## src/rtl/timer_pkg.sv

```systemverilog
// constants and types shared by the event counter timer files
package timer_pkg;
   localparam int ADDR_W = 8;                // byte address width
   localparam int DATA_W = 32;               // bus data width
   // register byte offsets
   localparam logic [7:0] OFF_CTRL  = 8'h00; // timer_control_reg
   localparam logic [7:0] OFF_PIN   = 8'h04; // pin_control_reg
   localparam logic [7:0] OFF_MODE  = 8'h08; // timer_mode_reg
   localparam logic [7:0] OFF_PRE   = 8'h0c; // prescaler_reg
   localparam logic [7:0] OFF_MAIN  = 8'h10; // main_counter_reg
   localparam logic [7:0] OFF_IST   = 8'h14; // interrupt status
   localparam logic [7:0] OFF_IMASK = 8'h18; // interrupt mask
   localparam logic [7:0] OFF_PORT  = 8'h1c; // companion pin port
   // timer_control_reg fields
   localparam int CTRL_START = 0;            // count_start_bit
   localparam int CTRL_STAT  = 1;            // counting status, read only
   localparam int CTRL_FSTOP = 2;            // forced_stop_bit, reads zero
   // pin_control_reg fields
   localparam int PIN_EDGE   = 0;            // edge_polarity_select
   localparam int PIN_OENA   = 1;            // pulse_output_enable
   localparam int PIN_SEL    = 2;            // input_pin_select
   localparam int PIN_FLT0   = 4;            // filter_select_bit0
   localparam int PIN_FLT1   = 5;            // filter_select_bit1
   // port register fields
   localparam int PORT_DATA  = 0;            // port output level
   localparam int PORT_DIR   = 1;            // port drives pin
   localparam int PORT_IN    = 2;            // pin level, read only
   // interrupt status fields
   localparam int IRQ_UFLOW  = 0;            // counter underflow
   localparam int IRQ_EXT    = 1;            // active edge on input
   localparam int IRQ_W      = 2;            // status width
   // reset values
   localparam logic [7:0] RST_CNT  = 8'hff;  // prescaler and main counter
   localparam logic [7:0] RST_PIN  = 8'h00;
   // digital filter sample dividers
   localparam int FLT_DIV_MID  = 8;          // slow sampling divide
   localparam int FLT_DIV_SLOW = 32;         // slowest sampling divide
   localparam int FLT_AGREE    = 3;          // equal samples to accept
   // bus responses
   localparam logic [1:0] RESP_OKAY   = 2'b00;
   localparam logic [1:0] RESP_SLVERR = 2'b10;
   // timer modes held in timer_mode_reg
   typedef enum logic [2:0] {
      MODE_TIMER = 3'b000,
      MODE_PULSE = 3'b001,
      MODE_EVENT = 3'b010,
      MODE_WIDTH = 3'b011,
      MODE_PERIOD = 3'b100
   } tmode_t;
endpackage : timer_pkg

```

## src/rtl/event_timer.sv

```systemverilog
// event counter timer: pin edges drive prescaler and main counter
//
// Design decisions made here: the placing of the registers and the AXI4-Lite register port.
`timescale 1ns/10ps
// How it works
// - external pin edges are the count source
// - count down, reload on underflow, continue
// - divide events by (n+1)(m+1)
// - writing start bit one begins counting in MODE_EVENT
// - writing start bit zero stops counting
// - writing forced stop one halts counting
// - each underflow raises timer interrupt
// - input pin also feeds external interrupt
// - reading counter registers returns live count
// - stopped writes load reload and counter
// - running writes also load both
// - polarity bit picks counted edge
// - select bit picks one of two pins
// - enabled output toggles inverted on underflow
// - two-bit field sets filter and rate
// - mode register write sets start level
// - companion pin is port or pulse output
module event_timer (
   input  wire logic                          aclk,
   input  wire logic                          aresetn,
   input  wire logic                          ce,           // freezes all state when low
   input  wire logic [timer_pkg::ADDR_W-1:0]  s_awaddr,
   input  wire logic                          s_awvalid,
   output logic                               s_awready,
   input  wire logic [timer_pkg::DATA_W-1:0]  s_wdata,
   input  wire logic [3:0]                    s_wstrb,
   input  wire logic                          s_wvalid,
   output logic                               s_wready,
   output logic [1:0]                         s_bresp,
   output logic                               s_bvalid,
   input  wire logic                          s_bready,
   input  wire logic [timer_pkg::ADDR_W-1:0]  s_araddr,
   input  wire logic                          s_arvalid,
   output logic                               s_arready,
   output logic [timer_pkg::DATA_W-1:0]       s_rdata,
   output logic [1:0]                         s_rresp,
   output logic                               s_rvalid,
   input  wire logic                          s_rready,
   input  wire logic                          timer_io_pin_a,     // first input pin
   input  wire logic                          timer_io_pin_b,     // second input pin
   output logic                               external_irq_input, // filtered pin level
   input  wire logic                          companion_pin_i,    // companion pin level
   output logic                               companion_output_pin,
   output logic                               companion_pin_oe,
   output logic                               irq                 // timer interrupt
);
   import timer_pkg::*;

   // load the reload value on underflow, else step down
   function automatic logic [7:0] dec_or_load(input logic [7:0] cnt,
                                              input logic [7:0] rel);
      dec_or_load = (cnt == 8'h00) ? rel : cnt - 8'h01;
   endfunction : dec_or_load

   // bus strobes from the front end
   logic              wr_req;           // write strobe
   logic [ADDR_W-1:0] wr_addr;          // write address
   logic [DATA_W-1:0] wr_data;          // write data
   logic              wr_lane0;         // low byte enabled
   logic              rd_req;           // read strobe
   logic [DATA_W-1:0] rd_data;          // read data
   logic              rd_err;           // unmapped read
   logic              wr_err;           // unmapped write

   // software visible state
   logic              start_r;          // count_start_bit
   logic [7:0]        pin_r;            // pin_control_reg
   tmode_t            mode_r;           // timer_mode_reg
   logic [7:0]        pre_rel_r;        // prescaler reload
   logic [7:0]        main_rel_r;       // main reload
   logic [7:0]        pre_cnt_r;        // prescaler count
   logic [7:0]        main_cnt_r;       // main count
   logic [IRQ_W-1:0]  ist_r;            // sticky status
   logic [IRQ_W-1:0]  imask_r;          // interrupt mask
   logic [1:0]        port_r;           // port data and direction
   logic              pulse_r;          // pulse level
   logic              filt_prev_r;      // last filtered level

   // front end
   axil_slave u_bus (
      .aclk      (aclk),
      .aresetn   (aresetn),
      .ce        (ce),
      .s_awaddr  (s_awaddr),
      .s_awvalid (s_awvalid),
      .s_awready (s_awready),
      .s_wdata   (s_wdata),
      .s_wstrb   (s_wstrb),
      .s_wvalid  (s_wvalid),
      .s_wready  (s_wready),
      .s_bresp   (s_bresp),
      .s_bvalid  (s_bvalid),
      .s_bready  (s_bready),
      .s_araddr  (s_araddr),
      .s_arvalid (s_arvalid),
      .s_arready (s_arready),
      .s_rdata   (s_rdata),
      .s_rresp   (s_rresp),
      .s_rvalid  (s_rvalid),
      .s_rready  (s_rready),
      .wr_req    (wr_req),
      .wr_addr   (wr_addr),
      .wr_data   (wr_data),
      .wr_lane0  (wr_lane0),
      .wr_err    (wr_err),
      .rd_req    (rd_req),
      .rd_data   (rd_data),
      .rd_err    (rd_err)
   );

   // write decode, low byte lane carries all fields
   wire        wr_b     = wr_req && wr_lane0;
   wire [7:0]  wb       = wr_data[7:0];
   wire        wr_ctrl  = wr_b && (wr_addr == OFF_CTRL);
   wire        wr_pin   = wr_b && (wr_addr == OFF_PIN);
   wire        wr_mode  = wr_b && (wr_addr == OFF_MODE);
   wire        wr_pre   = wr_b && (wr_addr == OFF_PRE);
   wire        wr_main  = wr_b && (wr_addr == OFF_MAIN);
   wire        wr_imask = wr_b && (wr_addr == OFF_IMASK);
   wire        wr_port  = wr_b && (wr_addr == OFF_PORT);
   wire        wr_hit   = (wr_addr == OFF_CTRL) || (wr_addr == OFF_PIN) ||
                          (wr_addr == OFF_MODE) || (wr_addr == OFF_PRE) ||
                          (wr_addr == OFF_MAIN) || (wr_addr == OFF_IST) ||
                          (wr_addr == OFF_IMASK) || (wr_addr == OFF_PORT);
   assign wr_err = !wr_hit;

   // pin control fields
   wire        edge_sel = pin_r[PIN_EDGE];               // 0 rising, 1 falling
   wire        oena     = pin_r[PIN_OENA];
   wire        pin_sel  = pin_r[PIN_SEL];
   wire [1:0]  fsel     = {pin_r[PIN_FLT1], pin_r[PIN_FLT0]};

   // input path: pin select, filter, edge detect
   wire        src_raw  = pin_sel ? timer_io_pin_b : timer_io_pin_a;
   logic       src_filt;                                 // filtered source

   input_filter u_filt (
      .aclk    (aclk),
      .aresetn (aresetn),
      .ce      (ce),
      .raw     (src_raw),
      .fsel    (fsel),
      .filt    (src_filt)
   );

   wire rise      = src_filt && !filt_prev_r;
   wire fall      = !src_filt && filt_prev_r;
   wire act_edge  = edge_sel ? fall : rise;
   wire counting  = start_r && (mode_r == MODE_EVENT);
   wire cnt_step  = counting && act_edge;
   wire pre_uflow = cnt_step && (pre_cnt_r == 8'h00);
   wire uflow     = pre_uflow && (main_cnt_r == 8'h00);

   // interrupt pin stays usable: filtered level goes out
   assign external_irq_input = src_filt;

   // read decode, unmapped addresses answer with an error
   wire rd_ist = rd_req && (s_araddr == OFF_IST);
   always_comb begin
      rd_data = '0;
      rd_err  = 1'b0;
      if (s_araddr == OFF_CTRL) begin
         rd_data[CTRL_START] = start_r;
         rd_data[CTRL_STAT]  = counting;
      end else if (s_araddr == OFF_PIN) begin
         rd_data[7:0] = pin_r;
      end else if (s_araddr == OFF_MODE) begin
         rd_data[2:0] = mode_r;
      end else if (s_araddr == OFF_PRE) begin
         rd_data[7:0] = pre_cnt_r;
      end else if (s_araddr == OFF_MAIN) begin
         rd_data[7:0] = main_cnt_r;
      end else if (s_araddr == OFF_IST) begin
         rd_data[IRQ_W-1:0] = ist_r;
      end else if (s_araddr == OFF_IMASK) begin
         rd_data[IRQ_W-1:0] = imask_r;
      end else if (s_araddr == OFF_PORT) begin
         rd_data[PORT_DATA] = port_r[PORT_DATA];
         rd_data[PORT_DIR]  = port_r[PORT_DIR];
         rd_data[PORT_IN]   = companion_pin_i;
      end else begin
         rd_err = 1'b1;
      end
   end

   // control, pin, mode, mask and port registers
   always_ff @(posedge aclk) begin
      if (!aresetn) begin
         start_r <= 1'b0;
         pin_r   <= RST_PIN;
         mode_r  <= MODE_EVENT;
         imask_r <= '0;
         port_r  <= 2'b00;
      end else if (ce) begin
         if (wr_ctrl) begin
            // forced stop wins over the start bit
            start_r <= wb[CTRL_START] && !wb[CTRL_FSTOP];
         end
         if (wr_pin) pin_r <= wb;
         if (wr_mode) mode_r <= tmode_t'(wb[2:0]);
         if (wr_imask) imask_r <= wb[IRQ_W-1:0];
         if (wr_port) port_r <= wb[1:0];
      end
   end

   // reload registers follow every write
   always_ff @(posedge aclk) begin
      if (!aresetn) begin
         pre_rel_r  <= RST_CNT;
         main_rel_r <= RST_CNT;
      end else if (ce) begin
         if (wr_pre) pre_rel_r <= wb;
         if (wr_main) main_rel_r <= wb;
      end
   end

   // counters: a write loads the count, running or not
   always_ff @(posedge aclk) begin
      if (!aresetn) begin
         pre_cnt_r  <= RST_CNT;
         main_cnt_r <= RST_CNT;
      end else if (ce) begin
         if (wr_pre) pre_cnt_r <= wb;
         else if (cnt_step) pre_cnt_r <= dec_or_load(pre_cnt_r, pre_rel_r);
         if (wr_main) main_cnt_r <= wb;
         else if (pre_uflow) main_cnt_r <= dec_or_load(main_cnt_r, main_rel_r);
      end
   end

   // edge history and pulse level
   always_ff @(posedge aclk) begin
      if (!aresetn) begin
         filt_prev_r <= 1'b0;
         pulse_r     <= 1'b0;
      end else if (ce) begin
         filt_prev_r <= src_filt;
         if (wr_mode) pulse_r <= edge_sel;
         else if (uflow) pulse_r <= !pulse_r;
      end
   end

   // sticky status: a set in the clearing read cycle survives
   wire [IRQ_W-1:0] ev_set = {counting && act_edge, uflow};
   always_ff @(posedge aclk) begin
      if (!aresetn) ist_r <= '0;
      else if (ce) ist_r <= (rd_ist ? '0 : ist_r) | ev_set;
   end

   assign irq = |(ist_r & imask_r);

   // companion pin: inverted pulse or plain port
   assign companion_output_pin = oena ? !pulse_r : port_r[PORT_DATA];
   assign companion_pin_oe     = oena ? 1'b1 : port_r[PORT_DIR];

   // checks
   a_start_bit: assert property (@(posedge aclk) disable iff (!aresetn)
      ce && wr_ctrl && wb[CTRL_START] && !wb[CTRL_FSTOP] |=> start_r)
      else $error("start bit write did not start counting");
   a_stop_bit: assert property (@(posedge aclk) disable iff (!aresetn)
      ce && wr_ctrl && !wb[CTRL_START] |=> !start_r ##1 (!start_r || $past(wr_ctrl)))
      else $error("start bit clear did not stop counting");
   a_forced_stop: assert property (@(posedge aclk) disable iff (!aresetn)
      ce && wr_ctrl && wb[CTRL_FSTOP] |=> !start_r && !counting)
      else $error("forced stop did not halt counting");
   a_prescale_step: assert property (@(posedge aclk) disable iff (!aresetn)
      ce && cnt_step && !wr_pre && !wr_main && pre_cnt_r != 8'h00
      |=> pre_cnt_r == $past(pre_cnt_r) - 8'h01 && $stable(main_cnt_r))
      else $error("prescaler did not step once per edge");
   a_reload_uflow: assert property (@(posedge aclk) disable iff (!aresetn)
      ce && uflow && !wr_pre && !wr_main
      |=> pre_cnt_r == pre_rel_r && main_cnt_r == main_rel_r)
      else $error("counters not reloaded on underflow");
   a_stopped_hold: assert property (@(posedge aclk) disable iff (!aresetn)
      ce && !counting && !wr_pre && !wr_main |=> $stable(pre_cnt_r) && $stable(main_cnt_r))
      else $error("count moved while stopped");
   a_write_loads: assert property (@(posedge aclk) disable iff (!aresetn)
      ce && wr_main |=> main_cnt_r == $past(wb) && main_rel_r == $past(wb))
      else $error("main write did not load counter and reload");
   a_uflow_irq: assert property (@(posedge aclk) disable iff (!aresetn)
      ce && uflow && imask_r[IRQ_UFLOW] && !wr_imask |=> ist_r[IRQ_UFLOW] && irq)
      else $error("underflow did not raise interrupt");
   a_pulse_toggle: assert property (@(posedge aclk) disable iff (!aresetn)
      ce && uflow && !wr_mode && oena && !wr_pin |=> companion_output_pin != $past(companion_output_pin))
      else $error("companion pulse did not toggle on underflow");
   a_mode_level: assert property (@(posedge aclk) disable iff (!aresetn)
      ce && wr_mode |=> pulse_r == $past(edge_sel))
      else $error("mode write did not set pulse start level");
endmodule : event_timer

```

## src/rtl/input_filter.sv

```systemverilog
// digital filter that accepts a level after equal samples
`timescale 1ns/10ps
module input_filter #(
   parameter int DIV_MID  = timer_pkg::FLT_DIV_MID,
   parameter int DIV_SLOW = timer_pkg::FLT_DIV_SLOW
) (
   input  wire logic       aclk,
   input  wire logic       aresetn,
   input  wire logic       ce,
   input  wire logic       raw,     // selected input pin
   input  wire logic [1:0] fsel,    // 00 off, 01/10/11 sample rates
   output logic            filt     // filtered level
);
   import timer_pkg::*;
   logic [5:0] div_r;               // sample divider
   logic [1:0] agree_r;             // count of equal samples
   wire        tick;                // sample instant
   wire        same = (raw == filt);

   // pick sampling rate
   assign tick = (fsel == 2'b01) ? 1'b1 :
                 (fsel == 2'b10) ? (div_r[2:0] == 3'(DIV_MID - 1)) :
                                   (div_r == 6'(DIV_SLOW - 1));

   // divider runs freely
   always_ff @(posedge aclk) begin
      if (!aresetn) div_r <= 6'h00;
      else if (ce) div_r <= (div_r == 6'(DIV_SLOW - 1)) ? 6'h00 : div_r + 6'h01;
   end

   // level is taken after enough equal samples, or at once when off
   always_ff @(posedge aclk) begin
      if (!aresetn) begin
         filt    <= 1'b0;
         agree_r <= 2'h0;
      end else if (ce) begin
         if (fsel == 2'b00) begin
            filt    <= raw;
            agree_r <= 2'h0;
         end else if (same) begin
            agree_r <= 2'h0;
         end else if (tick) begin
            if (agree_r == 2'(FLT_AGREE - 1)) begin
               filt    <= raw;
               agree_r <= 2'h0;
            end else begin
               agree_r <= agree_r + 2'h1;
            end
         end
      end
   end
endmodule : input_filter

```

## src/rtl/axil_slave.sv

```systemverilog
// axi4-lite slave front end that turns bus beats into strobes
`timescale 1ns/10ps
module axil_slave (
   input  wire logic                          aclk,
   input  wire logic                          aresetn,
   input  wire logic                          ce,
   input  wire logic [timer_pkg::ADDR_W-1:0]  s_awaddr,
   input  wire logic                          s_awvalid,
   output logic                               s_awready,
   input  wire logic [timer_pkg::DATA_W-1:0]  s_wdata,
   input  wire logic [3:0]                    s_wstrb,
   input  wire logic                          s_wvalid,
   output logic                               s_wready,
   output logic [1:0]                         s_bresp,
   output logic                               s_bvalid,
   input  wire logic                          s_bready,
   input  wire logic [timer_pkg::ADDR_W-1:0]  s_araddr,
   input  wire logic                          s_arvalid,
   output logic                               s_arready,
   output logic [timer_pkg::DATA_W-1:0]       s_rdata,
   output logic [1:0]                         s_rresp,
   output logic                               s_rvalid,
   input  wire logic                          s_rready,
   output logic                               wr_req,   // one-cycle write
   output logic [timer_pkg::ADDR_W-1:0]       wr_addr,
   output logic [timer_pkg::DATA_W-1:0]       wr_data,
   output logic                               wr_lane0, // low byte enabled
   input  wire logic                          wr_err,
   output logic                               rd_req,   // one-cycle read
   input  wire logic [timer_pkg::DATA_W-1:0]  rd_data,
   input  wire logic                          rd_err
);
   import timer_pkg::*;
   logic       aw_full_r;            // address held
   logic       w_full_r;             // data held
   logic [3:0] strb_r;               // held strobes

   assign s_awready = !aw_full_r && !s_bvalid;
   assign s_wready  = !w_full_r && !s_bvalid;
   assign s_arready = !s_rvalid;
   assign wr_req    = ce && aw_full_r && w_full_r;
   assign wr_lane0  = strb_r[0];
   assign rd_req    = ce && s_arvalid && s_arready;

   // write side: take address and data in either order
   always_ff @(posedge aclk) begin
      if (!aresetn) begin
         aw_full_r <= 1'b0;
         w_full_r  <= 1'b0;
         wr_addr   <= '0;
         wr_data   <= '0;
         strb_r    <= 4'h0;
         s_bvalid  <= 1'b0;
         s_bresp   <= RESP_OKAY;
      end else if (ce) begin
         if (s_awvalid && s_awready) begin
            aw_full_r <= 1'b1;
            wr_addr   <= s_awaddr;
         end
         if (s_wvalid && s_wready) begin
            w_full_r <= 1'b1;
            wr_data  <= s_wdata;
            strb_r   <= s_wstrb;
         end
         if (wr_req) begin
            aw_full_r <= 1'b0;
            w_full_r  <= 1'b0;
            s_bvalid  <= 1'b1;
            s_bresp   <= wr_err ? RESP_SLVERR : RESP_OKAY;
         end else if (s_bvalid && s_bready) begin
            s_bvalid <= 1'b0;
         end
      end
   end

   // read side: data registered one cycle after the address
   always_ff @(posedge aclk) begin
      if (!aresetn) begin
         s_rvalid <= 1'b0;
         s_rdata  <= '0;
         s_rresp  <= RESP_OKAY;
      end else if (ce) begin
         if (rd_req) begin
            s_rvalid <= 1'b1;
            s_rdata  <= rd_data;
            s_rresp  <= rd_err ? RESP_SLVERR : RESP_OKAY;
         end else if (s_rvalid && s_rready) begin
            s_rvalid <= 1'b0;
         end
      end
   end
endmodule : axil_slave

```

## config.mk

```make
export PLATFORM = sky130hd
export DESIGN_NAME = event_timer
export DESIGN_NICKNAME = d
export VERILOG_FILES = /design/src/rtl/timer_pkg.sv /design/src/rtl/event_timer.sv /design/src/rtl/input_filter.sv /design/src/rtl/axil_slave.sv
export SDC_FILE = /design/constraint.sdc
export NUM_CORES = 1
export LEC_CHECK = 0
export BUFFER_PORTS_ARGS = -buffer_cell sky130_fd_sc_hd__buf_2
export CAP_MARGIN = 30
export CORE_AREA = 2 2 117 119
export CTS_CLUSTER_SIZE = 28
export DETAILED_ROUTE_END_ITERATION = 7
export DIE_AREA = 0 0 119 121
export PLACE_DENSITY = 0.76
export SYNTH_ARGS = -nofsm -noshare
export SYNTH_HDL_FRONTEND = slang
export SYNTH_HIERARCHICAL = 1
export SYNTH_SLANG_ARGS = --single-unit
```

## constraint.sdc

```tcl
create_clock -name aclk -period 2.3 [get_ports aclk]
set_clock_uncertainty 0.1 [all_clocks]
set_input_delay 0.115 -clock aclk [delete_from_list [all_inputs] [get_ports aclk]]
set_output_delay 0.115 -clock aclk [all_outputs]
set_load 0.05 [all_outputs]
```

==> impl_metrics.yaml <==
floorplanning:
  core_area_um2: 13100
  fp.dieW_um: 119
  dieArea_um2: 14400
  floorplan.initialDensity: 0.439
  ios: 108
  rows: 42
  die_h_um: 121
placement:
  io_buffers: 78
  dp_cells: 915
  gp_congestion: 0.902
  dp_hpwl_mm: 9.31
  dpl_cell_area_um2: 6480
logic_synthesis:
  syn-instance-count: 649
  netlist_area_um2: 5740
  yosys_warnings: 6
  synth_area_per_cell_um2: 8.84
cts:
  cts_sinks: 116
  numCtsBuffers: 17
  clockBufferDepth: 2
  htree_num_levels: 4
  cts_tree: "done"
  worstSkewPairLatency_ns: 0.41
  root_buffer: "clkbuf_16"
  cts.reportedPaths.clkPinSlew_ns: 0.05
timing:
  finalHoldViolCount: 0
  timing.fmax_mhz: 435
  period_share: 1.00
  setup_violations: 0
  tightestPinTransition_ns: 0.576
  rsz0062_at_grt: "yes"
  min_period_ns: 2.30
  finalMaxSlewViolations: 0
  final.setup.tns_ns: 0
  slew_headroom: 0.616
global_routing:
  grt-ovfl-total: 0
  grt_pass1_wl_mm: 22.6
  antenna_found_initial: 0
  grt_max_degree: 93
  grt_pass1_vias: 4634
  grt_use_total: 0.196
layout:
  layoutNonFillerInstCount: 967
  final_nets: 845
  fin_area_um2: 7270
  drive_gt1_frac: 0.211
  area_growth_pct: 26.8
  antenna_cells: 0
critical_path:
  cp-start-kind: "flop"
  crit_type: "reg -> reg"
  cp-end-kind: "flop"
  critPathArrivalTime_ns: 2.49
  cp.required_ns: 2.49
  crit_path_max_fanout: 3
route:
  wl_per_cell_um: 14.2
  ant_nets: 0
  viasPerCell: 5.19
  drt-pass1-iter-count: 7
  drcViolationCount: 0
  wl_mm: 13.7
  vias: 5016
  first_iter_violations: 439
power:
  p_per_area_nw_per_um2: 716
  p_leak_nw: 3.23
  vdd_drop_max_uv: 579
job:
  maxCapViolCount: 0
worst_hold_path:
  hold_class: "in -> reg"
outcome:
  status: "complete, no violations"
[critical path, cell delays in order, from the launching register on]
cell,delay (ns)
dfxtp_2,0.32
inv_2,0.06
ha_4,0.12
or4b_4,0.45
or2_4,0.25
or4_4,0.43
and3_4,0.19
o31a_1,0.26
[layout by cell type (no fill, tap or decap), types with 13 or more instances in the layout]
cell type,n
buf_2,77
a21oi_1,13
nor2b_1,15
buf_4,33
clkbuf_16,17
nor2_1,25
dfxtp_1,113
nand2_1,155
nand3_1,19
inv_1,14
nor3b_1,14
conb_1,26
mux2i_1,81
dlygate4sd3_1,20
[repair_timing]
action / in CTS / in global routing
hold endpoints to repair: 22 / 0
hold buffers: 20 / 0
setup buffers: 0 / 0
setup endpoints to repair: 0 / 8
gates resized for setup: 0 / 2
[path summary, 6_finish.rpt]
kind | start | endpoint | slack, ns | cells past startpoint
max | pre_cnt_r[1] | pulse_r | 0.001 | 7
min | ce | u_bus/w_full_r | 0.04 | 3
min reg2reg | u_bus/s_rdata[10] | u_bus/s_rdata[10] | 0.35 | 2
max reg2reg | pre_cnt_r[1] | pulse_r | 0.001 | 7
[flip-flops by register name, indices dropped and copies added (netlist names), 2 cells and up]
signal and count:
imask_r 2, ist_r 2, main_cnt_r 8, main_rel_r 8, mode_r 3, pin_r 8, port_r 2, pre_cnt_r 8
pre_rel_r 8, u_bus/s_rdata 32, u_bus/wr_addr 8, u_bus/wr_data 8, u_filt/agree_r 2, u_filt/div_r 6
[metal layers]
layer / share of wire / up-vias / track usage
met4: 0.011 / 0 / 0.0774
met1: 0.47 / 2323 / 0.268
met2: 0.45 / 171 / 0.298
met5: 0 / - / 0
met3: 0.076 / 15 / 0.0461
li1: - / 2507 / -
[area by class of cell]
class | count | area (µm²)
sequential | 116 | 2330
clock buffer | 22 | 464
clock inverter | 10 | 130
fill | 1125 | 5810
timing repair buffer | 132 | 873
multi-input combinational | 495 | 3200
tap | 176 | 220
inverter | 16 | 60.1
[per-stage QoR]
stage / worst slack [ns] / power (mW) / hold WS [ns] / util
global route: -0.0440 / 5.38 / 0.0471 / 0.556
detailed placement: 0.0158 / 2.58 / 0.270 / 0.495
finish: 0.000997 / 5.21 / 0.0417 / 0.556
CTS: 0.00484 / 5.24 / 0.0230 / 0.556
global placement: 0.0438 / 2.57 / 0.266 / 0.495
floorplan: -0.00782 / 2.47 / 0.155 / -
[report_power, final]
part | total (mW) | internal [mW] | switching [mW]
Combinational | 0.457 | 0.170 | 0.287
Sequential | 2.11 | 2.06 | 0.0476
Clock | 2.64 | 1.75 | 0.891
Total | 5.21 | 3.98 | 1.23
Power figures use the tool's default switching activity.
